$ cat src/lcd_loader_cfg.svh
// Notes on behaviour
// - Serial data bit enters the shift register on each serial clock rise while the strobe is low.
// - While the strobe is high, segment data moves into the display latch.
// - Frame holds forty segment bits, two line-select bits and four command bits.
// - Command 0010 writes one of four common lines chosen by two low bits.
// - After reset every segment stays off until an unblank command.
// - Blank command 1010 forces all segments off, latched data kept.
// - Unblank command 1011 shows the latched content again.
// - Any other command leaves the latch untouched; shift contents still change.
// - Blank and unblank need only the four upper command bits shifted.
// - Command comes from the six bits held just before the strobe rises.
// - A segment write frame carries forty data bits plus six command bits.
// - Multiplex frame rate is the oscillator tick rate divided by 24.
`ifndef LCD_LOADER_CFG_SVH
`define LCD_LOADER_CFG_SVH

// ----------------------------------------------------------------
// Frame layout
// ----------------------------------------------------------------
`define LCD_SEG_COUNT      40
`define LCD_COM_COUNT      4
`define LCD_CMD_WIDTH      6
`define LCD_CMD_POS        40

// ----------------------------------------------------------------
// Timing
// ----------------------------------------------------------------
`define LCD_CORE_CLK_HZ    125000000
`define LCD_OSC_INT_HZ     10000
`define LCD_FRAME_DIV      24

// ----------------------------------------------------------------
// Register map
// ----------------------------------------------------------------
`define LCD_REG_CTRL       12'h000
`define LCD_REG_STATUS     12'h004
`define LCD_REG_SEG0       12'h010
`define LCD_CTRL_OSC_SEL   0
`define LCD_CTRL_RESET     1'h0
`define LCD_STAT_BLANK     0
`define LCD_STAT_COM_POS   4
`define LCD_STAT_CMD_POS   8

`endif

$ cat src/lcd_loader_pkg.sv
package lcd_loader_pkg;

	typedef enum logic [3:0] {
		CMD_SEGMENT_WRITE = 4'h2,
		CMD_BLANK         = 4'hA,
		CMD_UNBLANK       = 4'hB
	} cmd_code_t;

	typedef struct packed {
		logic [3:0] code;
		logic [1:0] com;
	} cmd_field_t;

	typedef struct packed {
		logic serial_clk;
		logic serial_data;
		logic load;
	} serial_in_t;

	typedef struct packed {
		logic        psel;
		logic        penable;
		logic        pwrite;
		logic [11:0] paddr;
		logic [31:0] pwdata;
	} apb_req_t;

endpackage

$ cat src/lcd_serial_command_loader.sv
// The register offsets and the APB slave port were decided locally.
`timescale 1ns/1ps
`include "lcd_loader_cfg.svh"

module lcd_serial_command_loader #(
	parameter int SEG_COUNT = `LCD_SEG_COUNT,
	parameter int OSC_DIV   = `LCD_CORE_CLK_HZ / `LCD_OSC_INT_HZ
) (
	// Clock and reset
	input  wire logic                         core_clk_i,
	input  wire logic                         reset_n_i,
	// Serial host link
	input  wire lcd_loader_pkg::serial_in_t   serial_i,
	// External oscillator input
	input  wire logic                         osc_ext_i,
	// APB slave
	input  wire lcd_loader_pkg::apb_req_t     apb_i,
	output logic [31:0]                       prdata_o,
	output logic                              pready_o,
	output logic                              pslverr_o,
	// Display drive
	output logic [SEG_COUNT-1:0]              seg_o,
	output logic [`LCD_COM_COUNT-1:0]         com_o,
	output logic                              frame_tick_o
);

	localparam int SHIFT_W = SEG_COUNT + `LCD_CMD_WIDTH;
	localparam int DIV_W   = $clog2(OSC_DIV + 1);

	// ----------------------------------------------------------------
	// Edge detection of synchronous pin inputs
	// ----------------------------------------------------------------
	logic sclk_prev_q;
	logic load_prev_q;
	logic osc_prev_q;

	always_ff @(posedge core_clk_i) begin
		if (!reset_n_i) begin
			sclk_prev_q <= 1'b0;
			load_prev_q <= 1'b0;
			osc_prev_q  <= 1'b0;
		end else begin
			sclk_prev_q <= serial_i.serial_clk;
			load_prev_q <= serial_i.load;
			osc_prev_q  <= osc_ext_i;
		end
	end

	wire sclk_rise = serial_i.serial_clk & ~sclk_prev_q;
	wire load_rise = serial_i.load & ~load_prev_q;
	// Edges while the strobe is high would corrupt the command being executed
	wire shift_en  = sclk_rise & ~serial_i.load & ~load_prev_q;

	// ----------------------------------------------------------------
	// Shift register
	// ----------------------------------------------------------------
	logic [SHIFT_W-1:0] shift_q;

	// Newest bit enters at the top, so the command ends at the top.
	always_ff @(posedge core_clk_i) begin
		if (!reset_n_i) begin
			shift_q <= '0;
		end else if (shift_en) begin
			shift_q <= {serial_i.serial_data, shift_q[SHIFT_W-1:1]};
		end
	end

	// Short blank/unblank frames still land the code on top.
	wire lcd_loader_pkg::cmd_field_t cmd_field = shift_q[SHIFT_W-1 -: `LCD_CMD_WIDTH];
	wire [SEG_COUNT-1:0] seg_field = shift_q[SEG_COUNT-1:0];

	wire is_seg_write = cmd_field.code == lcd_loader_pkg::CMD_SEGMENT_WRITE;
	wire is_blank     = cmd_field.code == lcd_loader_pkg::CMD_BLANK;
	wire is_unblank   = cmd_field.code == lcd_loader_pkg::CMD_UNBLANK;

	// ----------------------------------------------------------------
	// Command execution, once per strobe rise
	// ----------------------------------------------------------------
	logic [`LCD_COM_COUNT-1:0][SEG_COUNT-1:0] seg_mem_q;
	logic                                     blanked_q;
	logic [`LCD_CMD_WIDTH-1:0]                last_cmd_q;

	genvar gi;
	generate
		for (gi = 0; gi < `LCD_COM_COUNT; gi++) begin : g_line
			wire hit = load_rise & is_seg_write & (cmd_field.com == 2'(gi));
			always_ff @(posedge core_clk_i) begin
				if (!reset_n_i) begin
					seg_mem_q[gi] <= '0;
				end else if (hit) begin
					seg_mem_q[gi] <= seg_field;
				end
			end
		end
	endgenerate

	always_ff @(posedge core_clk_i) begin
		if (!reset_n_i) begin
			blanked_q  <= 1'b1;
			last_cmd_q <= '0;
		end else if (load_rise) begin
			last_cmd_q <= cmd_field;
			if (is_blank) begin
				blanked_q <= 1'b1;
			end else if (is_unblank) begin
				blanked_q <= 1'b0;
			end
		end
	end

	// ----------------------------------------------------------------
	// Control register and oscillator source
	// ----------------------------------------------------------------
	logic osc_sel_q;

	wire access    = apb_i.psel & apb_i.penable;
	wire setup     = apb_i.psel & ~apb_i.penable;
	wire hit_ctrl  = apb_i.paddr == `LCD_REG_CTRL;
	wire hit_stat  = apb_i.paddr == `LCD_REG_STATUS;
	wire [11:0] seg_off = apb_i.paddr - `LCD_REG_SEG0;
	// Segment readback: eight bytes per line, two words per line for 40 bits
	wire hit_seg   = (apb_i.paddr >= `LCD_REG_SEG0) && (seg_off < 12'h020)
		&& (apb_i.paddr[1:0] == 2'h0);
	wire [1:0] seg_line = seg_off[4:3];
	wire       seg_hi   = seg_off[2];
	wire addr_ok   = hit_ctrl | hit_stat | hit_seg;
	wire ctrl_wr   = access & apb_i.pwrite & hit_ctrl;

	always_ff @(posedge core_clk_i) begin
		if (!reset_n_i) begin
			osc_sel_q <= `LCD_CTRL_RESET;
		end else if (ctrl_wr) begin
			osc_sel_q <= apb_i.pwdata[`LCD_CTRL_OSC_SEL];
		end
	end

	// ----------------------------------------------------------------
	// Oscillator tick and frame multiplex
	// ----------------------------------------------------------------
	logic [DIV_W-1:0] div_q;
	logic [4:0]       phase_q;
	logic [1:0]       com_idx_q;

	wire int_tick  = div_q == DIV_W'(OSC_DIV - 1);
	wire ext_tick  = osc_ext_i & ~osc_prev_q;
	wire osc_tick  = osc_sel_q ? ext_tick : int_tick;
	wire phase_end = phase_q == 5'(`LCD_FRAME_DIV - 1);
	wire [4:0] phase_d = phase_end ? 5'h00 : phase_q + 5'h01;
	// Each common gets an equal share of the 24 ticks
	wire [1:0] com_d   = 2'(phase_d / 5'(`LCD_FRAME_DIV / `LCD_COM_COUNT));

	always_ff @(posedge core_clk_i) begin
		if (!reset_n_i) begin
			div_q <= '0;
		end else begin
			div_q <= int_tick ? '0 : div_q + DIV_W'(1);
		end
	end

	always_ff @(posedge core_clk_i) begin
		if (!reset_n_i) begin
			phase_q      <= '0;
			com_idx_q    <= '0;
			frame_tick_o <= 1'b0;
		end else begin
			frame_tick_o <= osc_tick & phase_end;
			if (osc_tick) begin
				phase_q   <= phase_d;
				com_idx_q <= com_d;
			end
		end
	end

	// ----------------------------------------------------------------
	// Segment and common outputs
	// ----------------------------------------------------------------
	// Blanking gates the outputs only, so unblank restores the old picture
	wire [SEG_COUNT-1:0] seg_d = blanked_q ? '0 : seg_mem_q[com_idx_q];

	always_ff @(posedge core_clk_i) begin
		if (!reset_n_i) begin
			seg_o <= '0;
			com_o <= '0;
		end else begin
			seg_o <= seg_d;
			com_o <= 4'h1 << com_idx_q;
		end
	end

	// ----------------------------------------------------------------
	// APB read path, data captured in the setup cycle
	// ----------------------------------------------------------------
	wire [63:0] seg_word = 64'(seg_mem_q[seg_line]);
	wire [31:0] stat_word = {18'h00000, last_cmd_q, 2'h0, com_idx_q, 3'h0, blanked_q};
	wire [31:0] rd_mux =
		hit_ctrl ? {31'h00000000, osc_sel_q} :
		hit_stat ? stat_word :
		hit_seg  ? (seg_hi ? seg_word[63:32] : seg_word[31:0]) :
		32'h00000000;

	always_ff @(posedge core_clk_i) begin
		if (!reset_n_i) begin
			prdata_o <= '0;
		end else if (setup) begin
			prdata_o <= apb_i.pwrite ? 32'h00000000 : rd_mux;
		end
	end

	assign pready_o  = 1'b1;
	assign pslverr_o = access & ~addr_ok;
endmodule

$ cat config.mk
export PLATFORM = sky130hd
export DESIGN_NAME = lcd_serial_command_loader
export DESIGN_NICKNAME = d
export VERILOG_FILES = /design/src/lcd_loader_pkg.sv /design/src/lcd_serial_command_loader.sv
export VERILOG_INCLUDE_DIRS = /design/src
export SDC_FILE = /design/constraint.sdc
export NUM_CORES = 1
export LEC_CHECK = 0
export BUFFER_PORTS_ARGS = -buffer_cell sky130_fd_sc_hd__buf_2
export CORE_UTILIZATION = 30
export DETAILED_ROUTE_END_ITERATION = 8
export PLACE_DENSITY = 0.44
export SLEW_MARGIN = 20
export SYNTH_ARGS = -nofsm -noshare
export SYNTH_HDL_FRONTEND = slang
export SYNTH_SLANG_ARGS = --single-unit
$ cat constraint.sdc
create_clock -name core_clk_i -period 7 [get_ports core_clk_i]
set_input_delay 0.7 -clock core_clk_i [delete_from_list [all_inputs] [get_ports core_clk_i]]
set_output_delay 0.7 -clock core_clk_i [all_outputs]
set_load 0.01 [all_outputs]
# Word-level counts from Yosys, hierarchy flattened
# Cells that the tools add are included.
totals:
  output_inout_bits: 79
  register_bits: 315
  elab_cells: 83
classes:
  n_shift: 1
  mux: 13
  n_div: 1
  n_reduce_logical: 9
  bitwise_logic: 25
  eq_ne: 9
  magnitude_cmp: 4
  n_addsub: 3
ops:
  columns: ["cell", "n"]
  rows:
  - ["$bmux 40 s2", 2]
  - ["$mux 32", 5]
  - ["$mux 40", 2]
  - ["$and 1x1->1", 16]
  - ["$add 14x1->14 const B", 1]
  - ["$eq 14x14->1 const B", 1]
  - ["$eq 12x3->1 const B", 1]
  - ["$ge 12x5->1 const B", 1]
  - ["$logic_not 12->1", 1]
  - ["$lt 12x6->1 const B", 1]
  - ["$sub 12x5->12 const B", 1]
  - ["$eq 4x4->1 const B", 2]
  - ["$not 1->1", 7]
  - ["$lt 2x3->1 const B", 2]
  - ["$add 5x1->5 const B", 1]
  - ["$div 5x3->5 const B", 1]
  - ["$eq 5x5->1 const B", 1]
  - ["$mux 5", 1]
  - ["$eq 2x2->1 const B", 2]
  - ["$eq 4x2->1 const B", 1]
  - ["$logic_not 2->1", 2]
  - ["$reduce_or 2->1", 2]
  - ["$shl 1x2->4 const A", 1]
  - ["$mux 1", 3]
  - ["other kinds (5)", 7]

# Depth between registers and ports, before layout
logic_depth:
  ltp_word: 8
  ltp_mapped: 11
  ltp_nobuf: 9

# Worst setup path before layout
# OpenSTA, ideal clock, no wires.
synth_timing:
  path_type: "input-to-output"
  start: "input apb_i[36] in the netlist's numbering"
  end: "output pslverr_o"
  n_path_buf: 3
  path_stages: 9
  t_arrival_ns: 2.606
  t_required_ns: 6.300
  slack_ns: 3.694
  cell_sequence: "clkbuf_1 -> clkbuf_1 -> buf_1 -> inv_1 -> ha_1 -> and4b_1 -> a31oi_1 -> a21oi_1 -> nor2_1"
synth_between:
  elab_chain_cells: 7
  elab_cells_between_ends: 11
  cone_classes: "add/sub: 1; order compare: 2; eq/ne: 1; bitwise: 4; reduce/logical: 3"
synth_rtl:
  columns: ["item", "line", "text"]
  rows:
  - ["from (decl)", "lcd_serial_command_loader.sv:17", "input wire lcd_loader_pkg::apb_req_t apb_i,"]
  - ["$sub 12x5->12 (no line)", null, null]
  - ["$lt 12x6->1", "lcd_serial_command_loader.sv:122", "wire hit_seg = (apb_i.paddr >= `LCD_REG_SEG0) && (seg_off < 12'h020)"]
  - ["$logic_and 1x1->1 (2 in series)", "lcd_serial_command_loader.sv:122", null]
  - ["$or 1x1->1 (*)", "lcd_serial_command_loader.sv:126", "wire addr_ok = hit_ctrl | hit_stat | hit_seg;"]
  - ["$not 1->1 (*)", "lcd_serial_command_loader.sv:210", "assign pslverr_o = access & ~addr_ok;"]
  - ["$and 1x1->1 (*)", "lcd_serial_command_loader.sv:210", null]
  - ["to (decl)", "lcd_serial_command_loader.sv:20", "output logic pslverr_o,"]
# Every way passes the cells marked *; elsewhere a longest branch is shown, timed or not.

# Worst setup path after layout
# Same ends and word-level chain as after synthesis.

==> metrics.md <==
| Metric | Value |
|---|---|
| Vias per cell | `5.079` |
| Worst hold slack | `0.4120 ns` |
| Via count of the first global-routing pass | `9871` |
| Delay of the slowest cell on the worst path | `0.61 ns` |
| Compound-gate portion of the synthesized area | `between 10% and 20%` |
| Hold/Removal Path Class | `in2reg` |
| Sort of element at the end of the critical path | `output pin` |
| Nature of the critical path startpoint | `input port` |
| Maximum clock frequency | `286.1 MHz` |
| Largest family of logic cells by synthesized area | `simple AND/OR/NAND/NOR gates` |
| Fraction of layout instances using a drive strength above 1 | `18.48%` |
| Later-pin clock latency in the skew report | `0.53 ns` |
| Final setup violating endpoints | `0` |
| Resize count post-CTS | `0` |
| Cell with the largest stage delay on the worst path | `buf_4` |
| I/O pins | `132` |
| Ys async rst share | `0%` |
| Setup repair after global routing missed its margin | `no` |
| Cell occurring most often along the worst timing path | `buf_2` |
| Relative max-transition margin | `about a quarter` |
| CTS tree | `built` |
| Lkg Pwr | `5.428 nW` |
| Critical Path Fanout Max | `43` |
| DRC Markers | `0` |
| Share of the core filled with cells in the final layout | `35.61%` |
| Total Negative Setup Slacks | `0 ns` |
| Crit. Startpoint | `apb_i[36]` |
| Top-area cell type share of the netlist area | `48.69%` |
| Post-Synthesis Mean Instance Area | `9.211 um^2` |
| Reg clk slew, reported paths | `0.06 ns` |
| VDD IR max | `approximately 0.16 mV` |
| Setup clock skew after layout | `0.01515 ns` |
| Most frequent cells in the layout | `nand2_1 (432), dfxtp_1 (313), a21oi_1 (216)` |
| Total power of the final layout | `3.762 mW` |
| Largest buffer count on any clock path | `3` |
| Maximum number of pins on one net before global-route repair | `97` |
| Row cnt | `75` |
| Post-Syn Area | `12950 um^2` |
| Placed cells | `1950` |
| Register area | `~6300 um^2` |
| Number of nets in the finished design | `between 1500 and 2000` |
| Core area | `42230 um^2` |
| Final Worst Setup Slack | `approximately 3.5 ns` |
| Buffers inserted during post-CTS setup optimization | `0` |
| Multiplexer share of the synthesized area | `between 15 and 20%` |
| Final number of hold-violating endpoints | `0` |
| Critical path class | `in2out` |
| Count of flip-flops with a built-in enable after synthesis | `0` |
| Top cell family by delay on the critical path | `buffers and inverters` |
| Pre-CTS setup slack | `3.118 ns` |
| Cell taking the most area after synthesis | `dfxtp_1` |
| Area enclosed by the die boundary | `44010 um^2` |
| Final clock period utilization by the worst path | `49.93%` |
| Fill cell total of the finished layout | `approximately 4400` |
| Most used flip-flop cell after synthesis | `dfxtp_1` |
| Total gr overflow | `0` |
| Post-synthesis net count | `1465` |
| Layout Area Growth over Synthesis | `16.10%` |
| Critical Path AT | `2.80 ns` |
| Cells after synthesis | `1406` |
| Time the worst path needs with I/O delays and setup | `3.495 ns` |
| Instance area after placement | `approximately 14000 um^2` |
| Transition at the pin with the smallest max-transition slack | `roughly 1.1 ns` |
| Data required time at the worst endpoint | `6.30 ns` |
| Synthesis-stage register bit count | `315` |
| Initial antenna violation count | `3` |
| R2r startpoint | `load_prev_q$_SDFF_PN0_` |
| Final Slew Violations | `0` |
| Total clock buffers created by CTS | `36` |
| Final non-filler cell total | `2011` |
| Die Height | `209.8 um` |
| Slack of the worst reg-to-reg path | `about 3.7 ns` |
| Number of iterations in the first detailed-routing pass | `5` |
| Antenna cell count | `0` |
| Starting Density | `30.67%` |
| Wire length after detailed routing | `39220 um` |
| Number of antenna-violating nets in the routed design | `0` |
| Critical-path cell list | `buf_2, buf_4, inv_1, ha_1, and4b_1, a31oi_1, a21oi_1, nor2_1, buf_2` |
| Sum of net half-perimeters after detailed placement | `22330 um` |
| Count of buffering cells on the critical path with inverters included | `4` |
| Global-route wire length before repair | `60800 um` |
| End of the worst register-to-register path | `seg_mem_q[31]$_SDFFE_PN0P_` |
| Sequential element share of the synthesized area | `between 40% and 50%` |
| Result of the run | `finished clean` |
| Maximum Capacitance Violations | `0` |
| Power density of the placed cells | `between 200 and 300 nW/um^2` |
| Global-route usage over all layers | `17.94%` |
| Most common cell after layout, fill and taps aside | `nand2_1` |
| Number of I/O port buffers | `99` |
| Routability-driven placement congestion ratio | `between 0.7 and 0.8` |
| Summed area of non-filler cells in the final layout | `15040 um^2` |
| CTS sink count | `315` |
| Critical path endpoint | `pslverr_o` |
| Footprint of the multi-input gates | `slightly above 6000 um^2` |
| Cell variety after synth | `56` |
| Die width | `209.8 um` |
| Share of the synthesized netlist area taken by xor and xnor gates | `1.014%` |
| Instance count on the critical path | `9` |
| Number of H-tree branching levels | `2` |
| Number of vias in the routed layout | `10210` |
| Clock root buffer master | `clkbuf_16` |
| Worst R2R Path Depth | `6` |
| Adder and majority gate portion of the synthesized area | `0.5797%` |
| Violation count after the first detailed-routing iteration | `770` |
| Leading cell types by total area after synthesis | `dfxtp_1 (49%), mux4_2 (14%), nand2_1 (13%)` |
| Warnings from Yosys | `0` |
| Basic-gate share of the synthesized area counting and, or, nand and nor cells | `18.96%` |
| Cts hold-fix bufs | `0` |
| Average routed wire per standard cell | `19.50 um` |
area by class of cell:
class	instances	share of cell area [%]
Timing Repair Buffer	118	4.244
Inverter	13	0.3578
Tap cell	539	4.485
Multi-Input combinational cell	965	41.22
Clock inverter	7	0.3994
Clock buffer	54	7.315
Sequential cell	315	41.97
per-layer routing:
metal	track usage, %	share of wire [%]	vias to the layer above
met5	0	0.048	-
met1	24.57	46	4962
met4	4.883	1.8	4
met3	3.471	5.5	61
met2	28.81	47	250
li1	-	-	4937
cell families (layout without fill, tap and decap cells):
| family | Yosys count | after routing |
|---|---|---|
| AO/OA/AOI/OAI | 278 | 278 |
| XOR/XNOR | 15 | 15 |
| adder cells (fa/ha/maj) | 6 | 6 |
| buffers and inverters | 126 | 192 |
| flip-flops | 315 | 315 |
| multiplexers | 94 | 94 |
| other | 1 | 1 |
| AND/OR/NAND/NOR | 571 | 571 |
state kept, by name, indices dropped and copies added (netlist names), 2 cells and up:
name	flops
com_idx_q	2
last_cmd_q	6
prdata_o	32
com_o	4
phase_q	5
seg_o	40
div_q	14
seg_mem_q	160
shift_q	46
worst min path at each step:
| stage | start | end | slack, ns | cells past startpoint |
|---|---|---|---|---|
| final | serial_i[2] | sclk_prev_q$_SDFF_PN0_ | 0.41 | 2 |
| after global routing | serial_i[2] | sclk_prev_q$_SDFF_PN0_ | 0.42 | 2 |
| after CTS | serial_i[2] | sclk_prev_q$_SDFF_PN0_ | 0.39 | 2 |
| after detailed placement | prdata_o[0]$_SDFFE_PN0P_ | prdata_o[0]$_SDFFE_PN0P_ | 0.43 | 2 |
| after global placement | prdata_o[0]$_SDFFE_PN0P_ | prdata_o[0]$_SDFFE_PN0P_ | 0.44 | 2 |
| after floorplan | div_q[0]$_SDFF_PP0_ | div_q[0]$_SDFF_PP0_ | 0.43 | 1 |
cell usage after synthesis (7+ instances only):
cell / number
nand2_1: 432
dfxtp_1: 315
a21oi_1: 217
clkbuf_1: 100
mux4_2: 80
and3_1: 45
nor2_1: 33
a22o_1: 24
mux2i_1: 13
o21ai_0: 13
inv_1: 12
buf_1: 11
a21o_1: 8
nand2b_1: 8
nand3_1: 8
xor2_1: 8
xnor2_1: 7
power by group:
part	internal, mW	leakage (nW)	switching (mW)
clock	1.12	0.580	0.752
combinational	0.0240	2.31	0.0725
sequential	1.80	2.54	0.00242
Power figures use the tool's default switching activity.
